File: config.mk
export PLATFORM = sky130hd
export DESIGN_NAME = ssp_port
export DESIGN_NICKNAME = d
export VERILOG_FILES = /design/src/logic/ssp_pkg.sv /design/src/logic/ssp_port.sv /design/src/logic/ssp_pin_sync.sv
export SDC_FILE = /design/constraint.sdc
export NUM_CORES = 1
export LEC_CHECK = 0
export BUFFER_PORTS_ARGS = -buffer_cell sky130_fd_sc_hd__buf_2
export CAP_MARGIN = 10
export CORE_MARGIN = 10
export CORE_UTILIZATION = 49
export CTS_CLUSTER_DIAMETER = 50
export DETAILED_ROUTE_END_ITERATION = 8
export PLACE_DENSITY = 0.73
export SKIP_CTS_REPAIR_TIMING = 1
export SYNTH_ARGS = -nofsm -noshare
export SYNTH_HDL_FRONTEND = slang
export SYNTH_SLANG_ARGS = --single-unit
File: constraint.sdc
create_clock -name pclk -period 2.55 [get_ports pclk]
set_clock_uncertainty 0.1 [all_clocks]
set_input_delay 0.6375 -clock pclk [delete_from_list [all_inputs] [get_ports pclk]]
set_output_delay 0.6375 -clock pclk [all_outputs]
set_load 0.05 [all_outputs]
File: src/logic/ssp_pkg.sv
// Shared constants for the shared serial pin port: register map, field positions, pin roles.
// Assumes a 32-bit APB slave with byte addresses on an 8-bit paddr.
package ssp_pkg;
    // ------------------------------------------------------------
    // Register map (byte addresses)
    // ------------------------------------------------------------
    localparam int          ADDR_W         = 8;
    localparam int          DATA_W         = 32;
    localparam int          PORT_W         = 8;
    localparam logic [7:0]  OFS_PIN_DATA   = 8'h00;
    localparam logic [7:0]  OFS_PIN_DIR    = 8'h04;
    localparam logic [7:0]  OFS_PIN_CFG    = 8'h08;
    localparam logic [7:0]  OFS_SER_CTRL   = 8'h0c;
    localparam logic [7:0]  OFS_SER_DATA   = 8'h10;
    localparam logic [7:0]  OFS_STATUS     = 8'h14;
    localparam logic [7:0]  OFS_MASK       = 8'h18;
    // ------------------------------------------------------------
    // Fields
    // ------------------------------------------------------------
    localparam int          CFG_EXPANDED   = 0;
    localparam int          CFG_SCI_RX     = 1;
    localparam int          CFG_SCI_TX     = 2;
    localparam int          CTRL_SPI_EN    = 6;
    localparam int          CTRL_MASTER    = 4;
    localparam int          CTRL_CPOL      = 3;
    localparam int          CTRL_CPHA      = 2;
    localparam int          STS_DONE       = 0;
    localparam int          STS_WCOL       = 1;
    localparam int          STS_MODF       = 2;
    localparam int          STS_W          = 3;
    // ------------------------------------------------------------
    // Pin roles
    // ------------------------------------------------------------
    localparam int          PIN_SCI_RX     = 0;
    localparam int          PIN_SCI_TX     = 1;
    localparam int          PIN_MISO       = 2;
    localparam int          PIN_MOSI       = 3;
    localparam int          PIN_SCK        = 4;
    localparam int          PIN_SEL        = 5;
    localparam int          PIN_STROBE     = 6;
    localparam int          PIN_RW         = 7;
    // ------------------------------------------------------------
    // Reset values and timing
    // ------------------------------------------------------------
    localparam logic [7:0]  RST_BYTE       = 8'h00;
    localparam logic [2:0]  RST_STS        = 3'h0;
    localparam logic [2:0]  BIT_LAST       = 3'h7;
    localparam logic [3:0]  HALF_LAST      = 4'hf;
    localparam int          SCK_HALF_DEF   = 4;

    typedef enum logic {
        SSP_IDLE,
        SSP_RUN
    } ssp_mst_state_t;
endpackage : ssp_pkg

File: src/logic/ssp_port.sv
// Eight-pin port shared by general I/O, the serial interfaces and bus direction control,
// with an SPI shift engine and an APB register file.
// Assumes an APB master on pclk; pins and external SCK are asynchronous and are synchronised here.
// Function
// - Eight two-way pins, each general I/O or handed to serial or bus control.
// - Reading pin data returns the sensed pin level for input bits.
// - Reading pin data returns the driven level for output bits.
// - Pin data writes always update the latch; it drives only general outputs.
// - Direction bit 0 makes the pin input, 1 makes it output.
// - Expanded mode hands pins 6 and 7 to strobe and read/write outputs.
// - With SPI on, pin 5 is slave select; slave mode ignores its direction bit.
// - Master mode: pin 5 direction 0 is fault input, 1 is general output.
// - SPI input roles on pins 2 to 4 force input regardless of direction.
// - SPI output roles on pins 2 to 4 drive only when direction bit set.
// - Phase 0 slave data write while selected raises write collision.
// - Phase 1 accepts back-to-back bytes while select stays low.
// - Polarity picks clock idle level; phase picks transfer format.
// - Unselected slave floats its MISO output.
`timescale 1ns/1ps
module ssp_port #(
    parameter int SCK_HALF = ssp_pkg::SCK_HALF_DEF
) (
    input  wire logic                        pclk,
    input  wire logic                        presetn,
    input  wire logic                        psel,
    input  wire logic                        penable,
    input  wire logic                        pwrite,
    input  wire logic [ssp_pkg::ADDR_W-1:0]  paddr,
    input  wire logic [ssp_pkg::DATA_W-1:0]  pwdata,
    input  wire logic [3:0]                  pstrb,
    output logic      [ssp_pkg::DATA_W-1:0]  prdata,
    output logic                             pready,
    output logic                             pslverr,
    input  wire logic [ssp_pkg::PORT_W-1:0]  pin_i,
    output logic      [ssp_pkg::PORT_W-1:0]  pin_o,
    output logic      [ssp_pkg::PORT_W-1:0]  pin_oe,
    input  wire logic                        sci_txd,
    input  wire logic                        bus_addr_strobe,
    input  wire logic                        bus_read_write,
    output logic                             irq
);
    // ------------------------------------
    // Declarations
    // ------------------------------------
    localparam int DIV_W = $clog2(SCK_HALF + 1);

    logic [ssp_pkg::PORT_W-1:0] pin_lvl;
    logic [7:0]                 latch_q;
    logic [7:0]                 dir_q;
    logic [2:0]                 cfg_q;
    logic [7:0]                 ctrl_q;
    logic [7:0]                 rx_q;
    logic [7:0]                 sh_q;
    logic [7:0]                 rxbit_q;
    logic [2:0]                 cnt_q;
    logic [ssp_pkg::STS_W-1:0]  sts_q;
    logic [ssp_pkg::STS_W-1:0]  sts_d;
    logic [ssp_pkg::STS_W-1:0]  mask_q;
    logic [DIV_W-1:0]           div_q;
    logic [3:0]                 half_q;
    logic                       sck_q;
    logic                       sck_prev_q;
    ssp_pkg::ssp_mst_state_t    mst_q;
    logic [7:0]                 oe_d;
    logic [7:0]                 out_d;
    logic [31:0]                rdata_d;
    logic                       addr_ok;

    wire logic acc      = psel & penable & pready;
    wire logic wr_en    = acc & pwrite & pstrb[0];
    wire logic rd_en    = acc & ~pwrite;
    wire logic spi_on   = ctrl_q[ssp_pkg::CTRL_SPI_EN];
    wire logic master   = ctrl_q[ssp_pkg::CTRL_MASTER];
    wire logic cpol     = ctrl_q[ssp_pkg::CTRL_CPOL];
    wire logic cpha     = ctrl_q[ssp_pkg::CTRL_CPHA];
    wire logic sel_low  = ~pin_lvl[ssp_pkg::PIN_SEL];
    wire logic slave_on = spi_on & ~master;
    wire logic fault_in = spi_on & master & ~dir_q[ssp_pkg::PIN_SEL];

    // ------------------------------------
    // Pin synchroniser
    // ------------------------------------
    ssp_pin_sync #(
        .W       (ssp_pkg::PORT_W)
    ) u_sync (
        .pclk    (pclk),
        .presetn (presetn),
        .pin_i   (pin_i),
        .level_o (pin_lvl)
    );

    // ------------------------------------
    // Edge sources for the shift engine
    // ------------------------------------
    // Master edges come from the internal divider, slave edges from the filtered pin
    logic mst_tick;
    logic lead_e;
    logic trail_e;
    logic din;
    logic slv_edge;

    assign mst_tick = (mst_q == ssp_pkg::SSP_RUN) && (div_q == DIV_W'(SCK_HALF - 1));
    assign slv_edge = slave_on & sel_low & (pin_lvl[ssp_pkg::PIN_SCK] != sck_prev_q);

    always_comb begin
        lead_e  = 1'b0;
        trail_e = 1'b0;
        din     = 1'b0;
        if (spi_on && master) begin
            lead_e  = mst_tick & ~half_q[0];
            trail_e = mst_tick & half_q[0];
            din     = pin_lvl[ssp_pkg::PIN_MISO];
        end else if (slave_on) begin
            lead_e  = slv_edge & (pin_lvl[ssp_pkg::PIN_SCK] != cpol);
            trail_e = slv_edge & (pin_lvl[ssp_pkg::PIN_SCK] == cpol);
            din     = pin_lvl[ssp_pkg::PIN_MOSI];
        end
    end

    wire logic samp_e  = cpha ? trail_e : lead_e;
    wire logic shift_e = cpha ? lead_e : trail_e;

    always_ff @(posedge pclk or negedge presetn) begin
        if (!presetn) begin
            sck_prev_q <= 1'b0;
        end else begin
            sck_prev_q <= pin_lvl[ssp_pkg::PIN_SCK];
        end
    end

    // ------------------------------------
    // Data write acceptance and collision
    // ------------------------------------
    logic data_wr;
    logic wcol;
    logic load;
    logic byte_done;
    logic modf;

    assign data_wr = wr_en && (paddr == ssp_pkg::OFS_SER_DATA);
    // Phase 0 slave: a write while selected collides with the byte in flight
    assign wcol = data_wr && spi_on &&
                  ((slave_on && !cpha && sel_low) ||
                   (cnt_q != 3'h0) || (mst_q == ssp_pkg::SSP_RUN));
    assign load = data_wr && !wcol;
    assign modf = fault_in && sel_low;
    assign byte_done = (samp_e && cpha && cnt_q == ssp_pkg::BIT_LAST) ||
                       (shift_e && !cpha && cnt_q == ssp_pkg::BIT_LAST);

    // ------------------------------------
    // Shift engine
    // ------------------------------------
    always_ff @(posedge pclk or negedge presetn) begin
        if (!presetn) begin
            sh_q    <= ssp_pkg::RST_BYTE;
            rxbit_q <= ssp_pkg::RST_BYTE;
            cnt_q   <= 3'h0;
            rx_q    <= ssp_pkg::RST_BYTE;
        end else if (load) begin
            sh_q  <= pwdata[7:0];
            cnt_q <= 3'h0;
        end else if (!spi_on || modf || (slave_on && !sel_low)) begin
            // Deselect restarts the byte count, so phase 0 needs a reselect per byte
            cnt_q <= 3'h0;
        end else begin
            if (samp_e) begin
                rxbit_q[0] <= din;
                if (cpha) begin
                    // Phase 1 wraps the count and keeps going while select stays low
                    if (cnt_q == ssp_pkg::BIT_LAST) begin
                        sh_q  <= {sh_q[6:0], din};
                        rx_q  <= {sh_q[6:0], din};
                        cnt_q <= 3'h0;
                    end else begin
                        cnt_q <= cnt_q + 3'h1;
                    end
                end
            end
            if (shift_e) begin
                if (!cpha) begin
                    sh_q <= {sh_q[6:0], rxbit_q[0]};
                    if (cnt_q == ssp_pkg::BIT_LAST) begin
                        rx_q  <= {sh_q[6:0], rxbit_q[0]};
                        cnt_q <= 3'h0;
                    end else begin
                        cnt_q <= cnt_q + 3'h1;
                    end
                end else if (cnt_q != 3'h0) begin
                    sh_q <= {sh_q[6:0], rxbit_q[0]};
                end
            end
        end
    end

    // ------------------------------------
    // Master clock generator
    // ------------------------------------
    always_ff @(posedge pclk or negedge presetn) begin
        if (!presetn) begin
            mst_q  <= ssp_pkg::SSP_IDLE;
            div_q  <= '0;
            half_q <= 4'h0;
            sck_q  <= 1'b0;
        end else begin
            case (mst_q)
                ssp_pkg::SSP_IDLE: begin
                    sck_q  <= cpol;
                    div_q  <= '0;
                    half_q <= 4'h0;
                    if (load && spi_on && master) begin
                        mst_q <= ssp_pkg::SSP_RUN;
                    end
                end
                ssp_pkg::SSP_RUN: begin
                    if (modf || !spi_on || !master) begin
                        mst_q <= ssp_pkg::SSP_IDLE;
                    end else if (mst_tick) begin
                        div_q  <= '0;
                        sck_q  <= ~sck_q;
                        half_q <= half_q + 4'h1;
                        if (half_q == ssp_pkg::HALF_LAST) begin
                            mst_q <= ssp_pkg::SSP_IDLE;
                        end
                    end else begin
                        div_q <= div_q + DIV_W'(1);
                    end
                end
                default: mst_q <= ssp_pkg::SSP_IDLE;
            endcase
        end
    end

    // ------------------------------------
    // Pin ownership
    // ------------------------------------
    always_comb begin
        oe_d  = dir_q;
        out_d = latch_q;
        if (cfg_q[ssp_pkg::CFG_SCI_RX]) begin
            oe_d[ssp_pkg::PIN_SCI_RX] = 1'b0;
        end
        if (cfg_q[ssp_pkg::CFG_SCI_TX]) begin
            oe_d[ssp_pkg::PIN_SCI_TX]  = 1'b1;
            out_d[ssp_pkg::PIN_SCI_TX] = sci_txd;
        end
        if (spi_on && master) begin
            oe_d[ssp_pkg::PIN_MISO]  = 1'b0;
            out_d[ssp_pkg::PIN_MOSI] = sh_q[7];
            out_d[ssp_pkg::PIN_SCK]  = sck_q;
        end else if (slave_on) begin
            oe_d[ssp_pkg::PIN_MOSI]  = 1'b0;
            oe_d[ssp_pkg::PIN_SCK]   = 1'b0;
            oe_d[ssp_pkg::PIN_SEL]   = 1'b0;
            // Driver only while selected; the direction bit still gates it
            oe_d[ssp_pkg::PIN_MISO]  = dir_q[ssp_pkg::PIN_MISO] & sel_low;
            out_d[ssp_pkg::PIN_MISO] = sh_q[7];
        end
        if (fault_in) begin
            oe_d[ssp_pkg::PIN_SEL] = 1'b0;
        end
        if (cfg_q[ssp_pkg::CFG_EXPANDED]) begin
            oe_d[ssp_pkg::PIN_STROBE]  = 1'b1;
            oe_d[ssp_pkg::PIN_RW]      = 1'b1;
            out_d[ssp_pkg::PIN_STROBE] = bus_addr_strobe;
            out_d[ssp_pkg::PIN_RW]     = bus_read_write;
        end
    end

    always_ff @(posedge pclk or negedge presetn) begin
        if (!presetn) begin
            pin_oe <= ssp_pkg::RST_BYTE;
            pin_o  <= ssp_pkg::RST_BYTE;
        end else begin
            pin_oe <= oe_d;
            pin_o  <= out_d;
        end
    end

    // ------------------------------------
    // Software registers
    // ------------------------------------
    always_ff @(posedge pclk or negedge presetn) begin
        if (!presetn) begin
            latch_q <= ssp_pkg::RST_BYTE;
            dir_q   <= ssp_pkg::RST_BYTE;
            cfg_q   <= 3'h0;
            mask_q  <= ssp_pkg::RST_STS;
        end else if (wr_en) begin
            case (paddr)
                ssp_pkg::OFS_PIN_DATA: latch_q <= pwdata[7:0];
                ssp_pkg::OFS_PIN_DIR:  dir_q   <= pwdata[7:0];
                ssp_pkg::OFS_PIN_CFG:  cfg_q   <= pwdata[2:0];
                ssp_pkg::OFS_MASK:     mask_q  <= pwdata[ssp_pkg::STS_W-1:0];
                default: ;
            endcase
        end
    end

    // A mode fault drops the SPI enable and master bits; pins whose direction bit is set go on driving the latch
    always_ff @(posedge pclk or negedge presetn) begin
        if (!presetn) begin
            ctrl_q <= ssp_pkg::RST_BYTE;
        end else if (modf) begin
            ctrl_q[ssp_pkg::CTRL_SPI_EN] <= 1'b0;
            ctrl_q[ssp_pkg::CTRL_MASTER] <= 1'b0;
        end else if (wr_en && paddr == ssp_pkg::OFS_SER_CTRL) begin
            ctrl_q <= pwdata[7:0];
        end
    end

    // ------------------------------------
    // Status and interrupt
    // ------------------------------------
    // Read clears, but an event in the same cycle survives the clear
    always_comb begin
        sts_d = sts_q;
        if (rd_en && paddr == ssp_pkg::OFS_STATUS) begin
            sts_d = ssp_pkg::RST_STS;
        end
        if (byte_done) begin
            sts_d[ssp_pkg::STS_DONE] = 1'b1;
        end
        if (wcol) begin
            sts_d[ssp_pkg::STS_WCOL] = 1'b1;
        end
        if (modf) begin
            sts_d[ssp_pkg::STS_MODF] = 1'b1;
        end
    end

    always_ff @(posedge pclk or negedge presetn) begin
        if (!presetn) begin
            sts_q <= ssp_pkg::RST_STS;
            irq   <= 1'b0;
        end else begin
            sts_q <= sts_d;
            irq   <= |(sts_d & mask_q);
        end
    end

    // ------------------------------------
    // APB read path
    // ------------------------------------
    logic [7:0] pin_rd;
    genvar b;
    generate
        for (b = 0; b < ssp_pkg::PORT_W; b++) begin : g_rd
            // Output bits read back what the driver is fed, inputs the sensed level
            assign pin_rd[b] = pin_oe[b] ? pin_o[b] : pin_lvl[b];
        end
    endgenerate

    always_comb begin
        rdata_d = 32'h0;
        addr_ok = 1'b1;
        case (paddr)
            ssp_pkg::OFS_PIN_DATA: rdata_d[7:0] = pin_rd;
            ssp_pkg::OFS_PIN_DIR:  rdata_d[7:0] = dir_q;
            ssp_pkg::OFS_PIN_CFG:  rdata_d[2:0] = cfg_q;
            ssp_pkg::OFS_SER_CTRL: rdata_d[7:0] = ctrl_q;
            ssp_pkg::OFS_SER_DATA: rdata_d[7:0] = rx_q;
            ssp_pkg::OFS_STATUS:   rdata_d[ssp_pkg::STS_W-1:0] = sts_q;
            ssp_pkg::OFS_MASK:     rdata_d[ssp_pkg::STS_W-1:0] = mask_q;
            default:               addr_ok = 1'b0;
        endcase
    end

    // One wait state: ready rises at the end of the first access cycle and falls after the handshake
    always_ff @(posedge pclk or negedge presetn) begin
        if (!presetn) begin
            pready  <= 1'b0;
            pslverr <= 1'b0;
            prdata  <= 32'h0;
        end else if (psel && penable && !pready) begin
            pready  <= 1'b1;
            pslverr <= ~addr_ok;
            prdata  <= pwrite ? 32'h0 : rdata_d;
        end else begin
            pready  <= 1'b0;
            pslverr <= 1'b0;
            prdata  <= 32'h0;
        end
    end
endmodule : ssp_port

File: src/logic/ssp_pin_sync.sv
// Per-pin input synchroniser with three flops and an agreement filter.
// Assumes pins are asynchronous to pclk; level changes once stages two and three agree.
`timescale 1ns/1ps
module ssp_pin_sync #(
    parameter int W = 8
) (
    input  wire logic         pclk,
    input  wire logic         presetn,
    input  wire logic [W-1:0] pin_i,
    output logic      [W-1:0] level_o
);
    genvar g;
    generate
        for (g = 0; g < W; g++) begin : g_bit
            logic s1_q;
            logic s2_q;
            logic s3_q;
            always_ff @(posedge pclk or negedge presetn) begin
                if (!presetn) begin
                    s1_q       <= 1'b0;
                    s2_q       <= 1'b0;
                    s3_q       <= 1'b0;
                    level_o[g] <= 1'b0;
                end else begin
                    s1_q <= pin_i[g];
                    s2_q <= s1_q;
                    s3_q <= s2_q;
                    if (s2_q == s3_q) begin
                        level_o[g] <= s3_q;
                    end
                end
            end
        end
    endgenerate
endmodule : ssp_pin_sync

After elaboration in Yosys (flattened, before gate mapping)
Index checks and enable logic that the tools add are counted.
- register bits after elaboration: 146
- word-level logic and storage cells: 228
- $add $sub $neg: 3
- equal/unequal tests: 23
- muxes and demuxes: 77
- bitwise gates (word level): 27
- reductions and logical operators: 44
- operators with widths (cell ; number):
    $mux 8 ; 15
    $mux 1 ; 37
    $mux 3 ; 11
    $mux 32 ; 1
    $eq 8x5->1 const B ; 3
    $pmux 3 s7 ; 1
    $logic_and 1x1->1 ; 20
    $pmux 5 s4 ; 1
    $eq 8x4->1 const B ; 2
    $and 1x1->1 ; 15
    $reduce_and 2->1 ; 7
    $mux 4 ; 3
    $not 1->1 ; 11
    $eq 1x1->1 ; 9
    $eq 8x3->1 const B ; 1
    $logic_not 8->1 ; 1
    $pmux 4 s2 ; 1
    $mux 7 ; 1
    $reduce_or 7->1 ; 1
    $add 3x1->3 const B ; 2
    $logic_or 1x1->1 ; 6
    $mux 2 ; 3
    $pmux 3 s2 ; 1
    $logic_not 1->1 ; 5
    other kinds (13) ; 16

Depth between registers and ports, before layout
- word-level depth: 14
- mapped depth: 9

Modules after synthesis
Synthesis repeated with hierarchy kept, for this count alone.
- cells, all modules: 413
- area total of the unflattened synthesis: 5311.3 µm²
- by module, submodules not included (module ; times used ; cells an instance ; area each (µm²)):
    ssp_port ; 1 ; 373 ; 4420.5
    ssp_pin_sync ; 1 ; 40 ; 890.9

Worst setup path after synthesis
OpenSTA, ideal clock, no wires.
- path type: input port to flip-flop
- start point: input paddr[1] (netlist bit)
- end point: register latch_q[0]
- data arrival time: 2654 ps
- slack: -329 ps
- stages: 7
- buffers on the path: 3
- cell sequence: or4_4 > buf_6 > or4b_1 > buf_2 > or3_1 > buf_6 > mux2_4
- word-level cells in the longest chain between the ends: 2
- RTL lines (element ; line ; RTL):
    start: declaration ; ssp_port.sv:28 ; input wire logic [ssp_pkg::ADDR_W-1:0] paddr,
    $logic_not 8->1 ; ssp_port.sv:289 ; case (paddr)
    $reduce_and 2->1 (no source line) ; n/a ;
    end signal: assignment ; ssp_port.sv:284 ; latch_q <= ssp_pkg::RST_BYTE;
    end signal: assignment ; ssp_port.sv:290 ; ssp_pkg::OFS_PIN_DATA: latch_q <= pwdata[7:0];
    end: declaration ; ssp_port.sv:48 ; logic [7:0] latch_q;
Every way passes these cells.
A chain may end at the register's enable or synchronous reset.

Final worst setup path
- start point: register ctrl_q[4]
- end point: register sh_q[0]
- word-level cells in the longest chain between the ends: 14
- elaborated cells between the ends (all ways): 37
- classes of those cells: 1 x eq/ne; 16 x mux; 8 x bitwise; 12 x reduce/logical
- RTL lines (element ; line ; RTL):
    start: declaration ; ssp_port.sv:51 ; logic [7:0] ctrl_q;
    start signal: assignment ; ssp_port.sv:302 ; ctrl_q <= ssp_pkg::RST_BYTE;
    start signal: assignment ; ssp_port.sv:307 ; ctrl_q <= pwdata[7:0];
    $not 1->1 ; ssp_port.sv:77 ; wire logic slave_on = spi_on & ~master;
    $and 1x1->1 ; ssp_port.sv:77 ;
    $and 1x1->1 (2 in series) ; ssp_port.sv:103 ; assign slv_edge = slave_on & sel_low & (pin_lvl[ssp_pkg::PIN_SCK] != sck_prev_q);
    $and 1x1->1, on equally long branches ; ssp_port.sv:114, ssp_port.sv:115 ;
    $mux 1 ; ssp_port.sv:113 ; end else if (slave_on) begin
    $mux 1 ; ssp_port.sv:109 ; if (spi_on && master) begin
    $mux 1 ; ssp_port.sv:120 ; wire logic samp_e = cpha ? trail_e : lead_e;
    $mux 8 ; ssp_port.sv:166 ; if (samp_e) begin
    $mux 8 ; ssp_port.sv:188 ; end else if (cnt_q != 3'h0) begin
    $mux 8 ; ssp_port.sv:180 ; if (!cpha) begin
    $mux 8 ; ssp_port.sv:179 ; if (shift_e) begin
    $mux 8 ; ssp_port.sv:162 ; end else if (!spi_on || modf || (slave_on && !sel_low)) begin
    $mux 8 ; ssp_port.sv:159 ; end else if (load) begin
    end signal: assignment ; ssp_port.sv:160 ; sh_q <= pwdata[7:0];
    end signal: assignment ; ssp_port.sv:171 ; sh_q <= {sh_q[6:0], din};
    end signal: assignment ; ssp_port.sv:181 ; sh_q <= {sh_q[6:0], rxbit_q[0]};
    end: declaration ; ssp_port.sv:53 ; logic [7:0] sh_q;
Several ways; a longest one is shown, not always the timed one. The select of a mux whose other input is x is not followed.

==> impl_metrics.csv <==
group,metric,value,unit
layout,n_antenna_cell,0,
clock_network,cts.sinks,122,
yosys,async_reset_ff_frac,1.00,
layout,fillers,856,
placed_design,port_buffers,59,
power_and_ir_drop,clockPowerShare,0.534,
layout,layout-drive-gt1-share,0.329,
global_route,grt_overflow,0,
sta,setup_ws,203,ps
global_route,antenna_found_initial,0,
layout,final_cell_count_no_fill,703,
route,vias_per_cell,5.63,
critical_path,end_kind,"flop",
global_route,grt_first_pass_wirelength,21.8,mm
sta,setup_violations,0,
yosys,synth.yosys.seq_area_share,0.559,
sta,fin_crit,2350,ps
global_route,grt_pass1_vias,4207,
floorplanning,row_count,38,
critical_path,cp_data_arrival_time,2670,ps
route,drt-total-wl,13.1,mm
clock_network,cts-root-buf,"clkbuf_8",
floorplanning,num_io_pins,111,
placed_design,placed_cells,670,
power_and_ir_drop,switching_share,0.226,
global_route,track_usage,0.170,
critical_path,timing.rr.start,"ctrl_q[4]$_DFFE_PN0P_",
run,maxCapViolCount,0,
sta,worstMarginPinSlew,620,ps
critical_path,worstSetupStartpoint,"ctrl_q[4]$_DFFE_PN0P_",
power_and_ir_drop,leakagePower,3.27,nW
power_and_ir_drop,fin_total_pwr,4.82,mW
power_and_ir_drop,p_int,3.73,mW
sta,fin_crit_sh,0.920,
critical_path,worst_setup_path_start_kind,"flop",
global_route,grt_max_degree,76,
floorplanning,die_h,126,um
floorplanning,core_area,10900,um^2
route,drc,0,
power_and_ir_drop,combPwrFrac,0.051,
sta,max_freq,426,MHz
power_and_ir_drop,p_switching,1.09,mW
sta,rsz0062_at_grt,"no",
clock_network,clk_path_buf_depth,2,
yosys,synth_cell_type_count,57,
clock_network,cts.clk_slew.worst_paths,60,ps
power_and_ir_drop,p_per_area,719,nW/um^2
yosys,yosys_register_bits,122,
floorplanning,initial_core_util,0.502,
layout,finalNetCount,615,
power_and_ir_drop,p_seq_frac,0.415,
yosys,synth_edf_count,0,
critical_path,worstSetupPathType,"reg2reg",
yosys,synthCells,453,
hold_path,hp-class,"in2reg",
clock_network,htree_levels,4,
route,vias,3961,
hold_path,worstHoldStart,"pin_i[5]",
clock_network,cts_buffers,17,
status,status,"complete, no violations",
floorplanning,die-area,15800,um^2
critical_path,cp_max_fo,12,
route,drt_iter0_drc,391,
route,wl_per_cell,18.6,um
placed_design,hpwl,9.34,mm
power_and_ir_drop,peakVddDrop,0.000730,V
layout,syn2layout_area_growth,22.7,%
yosys,yosysWarnings,0,
clock_network,cts_tree,"yes",
sta,whs,125,ps
clock_network,clk_latency,520,ps
yosys,netlist_area,5460,um^2
route,firstDrtPassIters,5,
sta,relSlewSlack,0.584,
placed_design,post-place-ws,-286,ps
placed_design,gp_congestion,0.884,
yosys,ys.flop_type,"dfrtp_1",
route,drt.antenna.violating_nets,0,
sta,slew_violations,0,
sta,setup_tns,0,ps
sta,final_hold_viol_count,0,
critical_path,cp.required,2880,ps
floorplanning,die_w,126,um
yosys,syn_avg_cell_area,12.1,um^2
area by class of cell:
type,instances,area (um^2),share of cell area
Clock buffer,18,418,0.0623
Clock inverter,14,219,0.0327
Inverter,7,26.3,0.00392
Multi-Input combinational cell,305,2210,0.330
Sequential cell,122,3050,0.455
Tap cell,140,175,0.0261
Timing Repair Buffer,97,598,0.0892
power by group through the flow:
stage / Clock, mW / Sequential [mW] / Combinational [mW]
4_1_cts: 2.61 / 2.00 / 0.247
3_3_place_gp: 0 / 2.03 / 0.243
5_1_grt: 2.70 / 2.00 / 0.270
3_5_place_dp: 0 / 2.03 / 0.246
2_1_floorplan: 0 / 2.03 / 0.160
6_report: 2.57 / 2.00 / 0.248
cell usage in the layout (no fill, tap or decap), types with 7 or more instances in the layout:
cell       instances
mux2_4             8
a21oi_1           16
a31oi_1            8
maj3_1             8
nand3_1           18
and3_1             8
a221oi_1           9
nor2_1            22
conb_1            24
mux2i_1           10
and2_1             8
inv_1              7
clkbuf_16         16
nand2_1           27
nand4b_1           8
o2111ai_1          7
nor3_1             8
buf_4             37
mux2_2            39
buf_2             58
dfrtp_1          122
cells by family after synthesis:
| logic type | count (synthesis) | share of synthesized area |
|---|---|---|
| simple gates | 137 | 0.143 |
| xor+xnor | 4 | 0.00641 |
| other cells | 1 | 0.000686 |
| mux | 58 | 0.125 |
| buf+inv | 49 | 0.0531 |
| fa+ha+maj | 13 | 0.0261 |
| compound gates | 69 | 0.0873 |
| flops | 122 | 0.559 |
worst max-delay path: stages (launching register included):
cell,delay (ps)
dfrtp_1,530
nor4b_2,320
o31ai_1,130
a21oi_1,230
buf_4,150
or4b_2,580
o211ai_1,210
metal layers:
| metal | vias to the layer above | track usage | wire [um] |
|---|---|---|---|
| met3 | 26 | 0.0532 | 1000 |
| met4 | 0 | 0.0732 | 287 |
| met1 | 1956 | 0.212 | 5640 |
| met5 | - | 0 | 0 |
| met2 | 181 | 0.268 | 6180 |
| li1 | 1798 | - | - |
synth_stat cells (2+ instances only):
library cell / n / area [um^2]
nor3b_1: 3 / 22.5
mux2_4: 8 / 120
maj3_1: 8 / 80.1
dfrtp_1: 122 / 3050
clkbuf_1: 14 / 52.6
a21oi_1: 16 / 80.1
a22o_1: 2 / 17.5
o21a_1: 5 / 37.5
nor2_1: 22 / 82.6
nand2_1: 28 / 105
and2_1: 8 / 50.1
mux2_2: 39 / 439
o21ai_0: 5 / 25.0
o2111ai_1: 7 / 61.3
a31oi_1: 8 / 50.1
inv_1: 7 / 26.3
buf_6: 2 / 22.5
nor2b_1: 6 / 37.5
nor3_1: 8 / 40.0
and4_1: 2 / 17.5
o21ai_1: 2 / 10.0
nand4_1: 6 / 37.5
xor2_1: 2 / 17.5
a221oi_1: 9 / 78.8
and3_1: 8 / 50.1
nor4b_1: 2 / 17.5
and3b_1: 3 / 26.3
a21boi_0: 3 / 22.5
or2_2: 4 / 25.0
xnor2_1: 2 / 17.5
ha_1: 5 / 62.6
mux2i_1: 10 / 100
buf_4: 24 / 180
nand4b_1: 8 / 70.1
nand3_1: 18 / 90.1
o211ai_1: 4 / 30.0
nand2b_1: 3 / 18.8
worst paths after layout:
kind	endpoint	slack (ps)	depth (start not counted)
max	sh_q[0]$_DFFE_PN0P_	200	6
min	u_sync.g_bit[5].s1_q$_DFF_PN0_	130	1
max reg2reg	sh_q[0]$_DFFE_PN0P_	200	6
min reg2reg	u_sync.g_bit[2].s2_q$_DFF_PN0_	250	0
max in group asynchronous	pslverr$_DFF_PN0_	1220	3
min in group asynchronous	u_sync.g_bit[7].s1_q$_DFF_PN0_	450	2
stage by stage:
| stage | area [um^2] | util |
|---|---|---|
| floorplan | 5550 | - |
| global placement | 6050 | 0.556 |
| detailed placement | 6050 | 0.556 |
| CTS | 6690 | 0.614 |
| global route | 6700 | 0.616 |
| finish | 6700 | 0.616 |
state kept, by name, indices dropped and copies added, names as in the netlist, 4 cells and up:
| register | flops |
|---|---|
| ctrl_q | 8 |
| dir_q | 8 |
| half_q | 4 |
| latch_q | 8 |
| pin_o | 8 |
| pin_oe | 8 |
| prdata | 8 |
| rx_q | 8 |
| sh_q | 8 |
| u_sync.g_bit.s1_q | 8 |
| u_sync.g_bit.s2_q | 8 |
| u_sync.g_bit.s3_q | 8 |
| u_sync.level_o | 8 |
No activity file was read; power rests on OpenSTA's default activity.
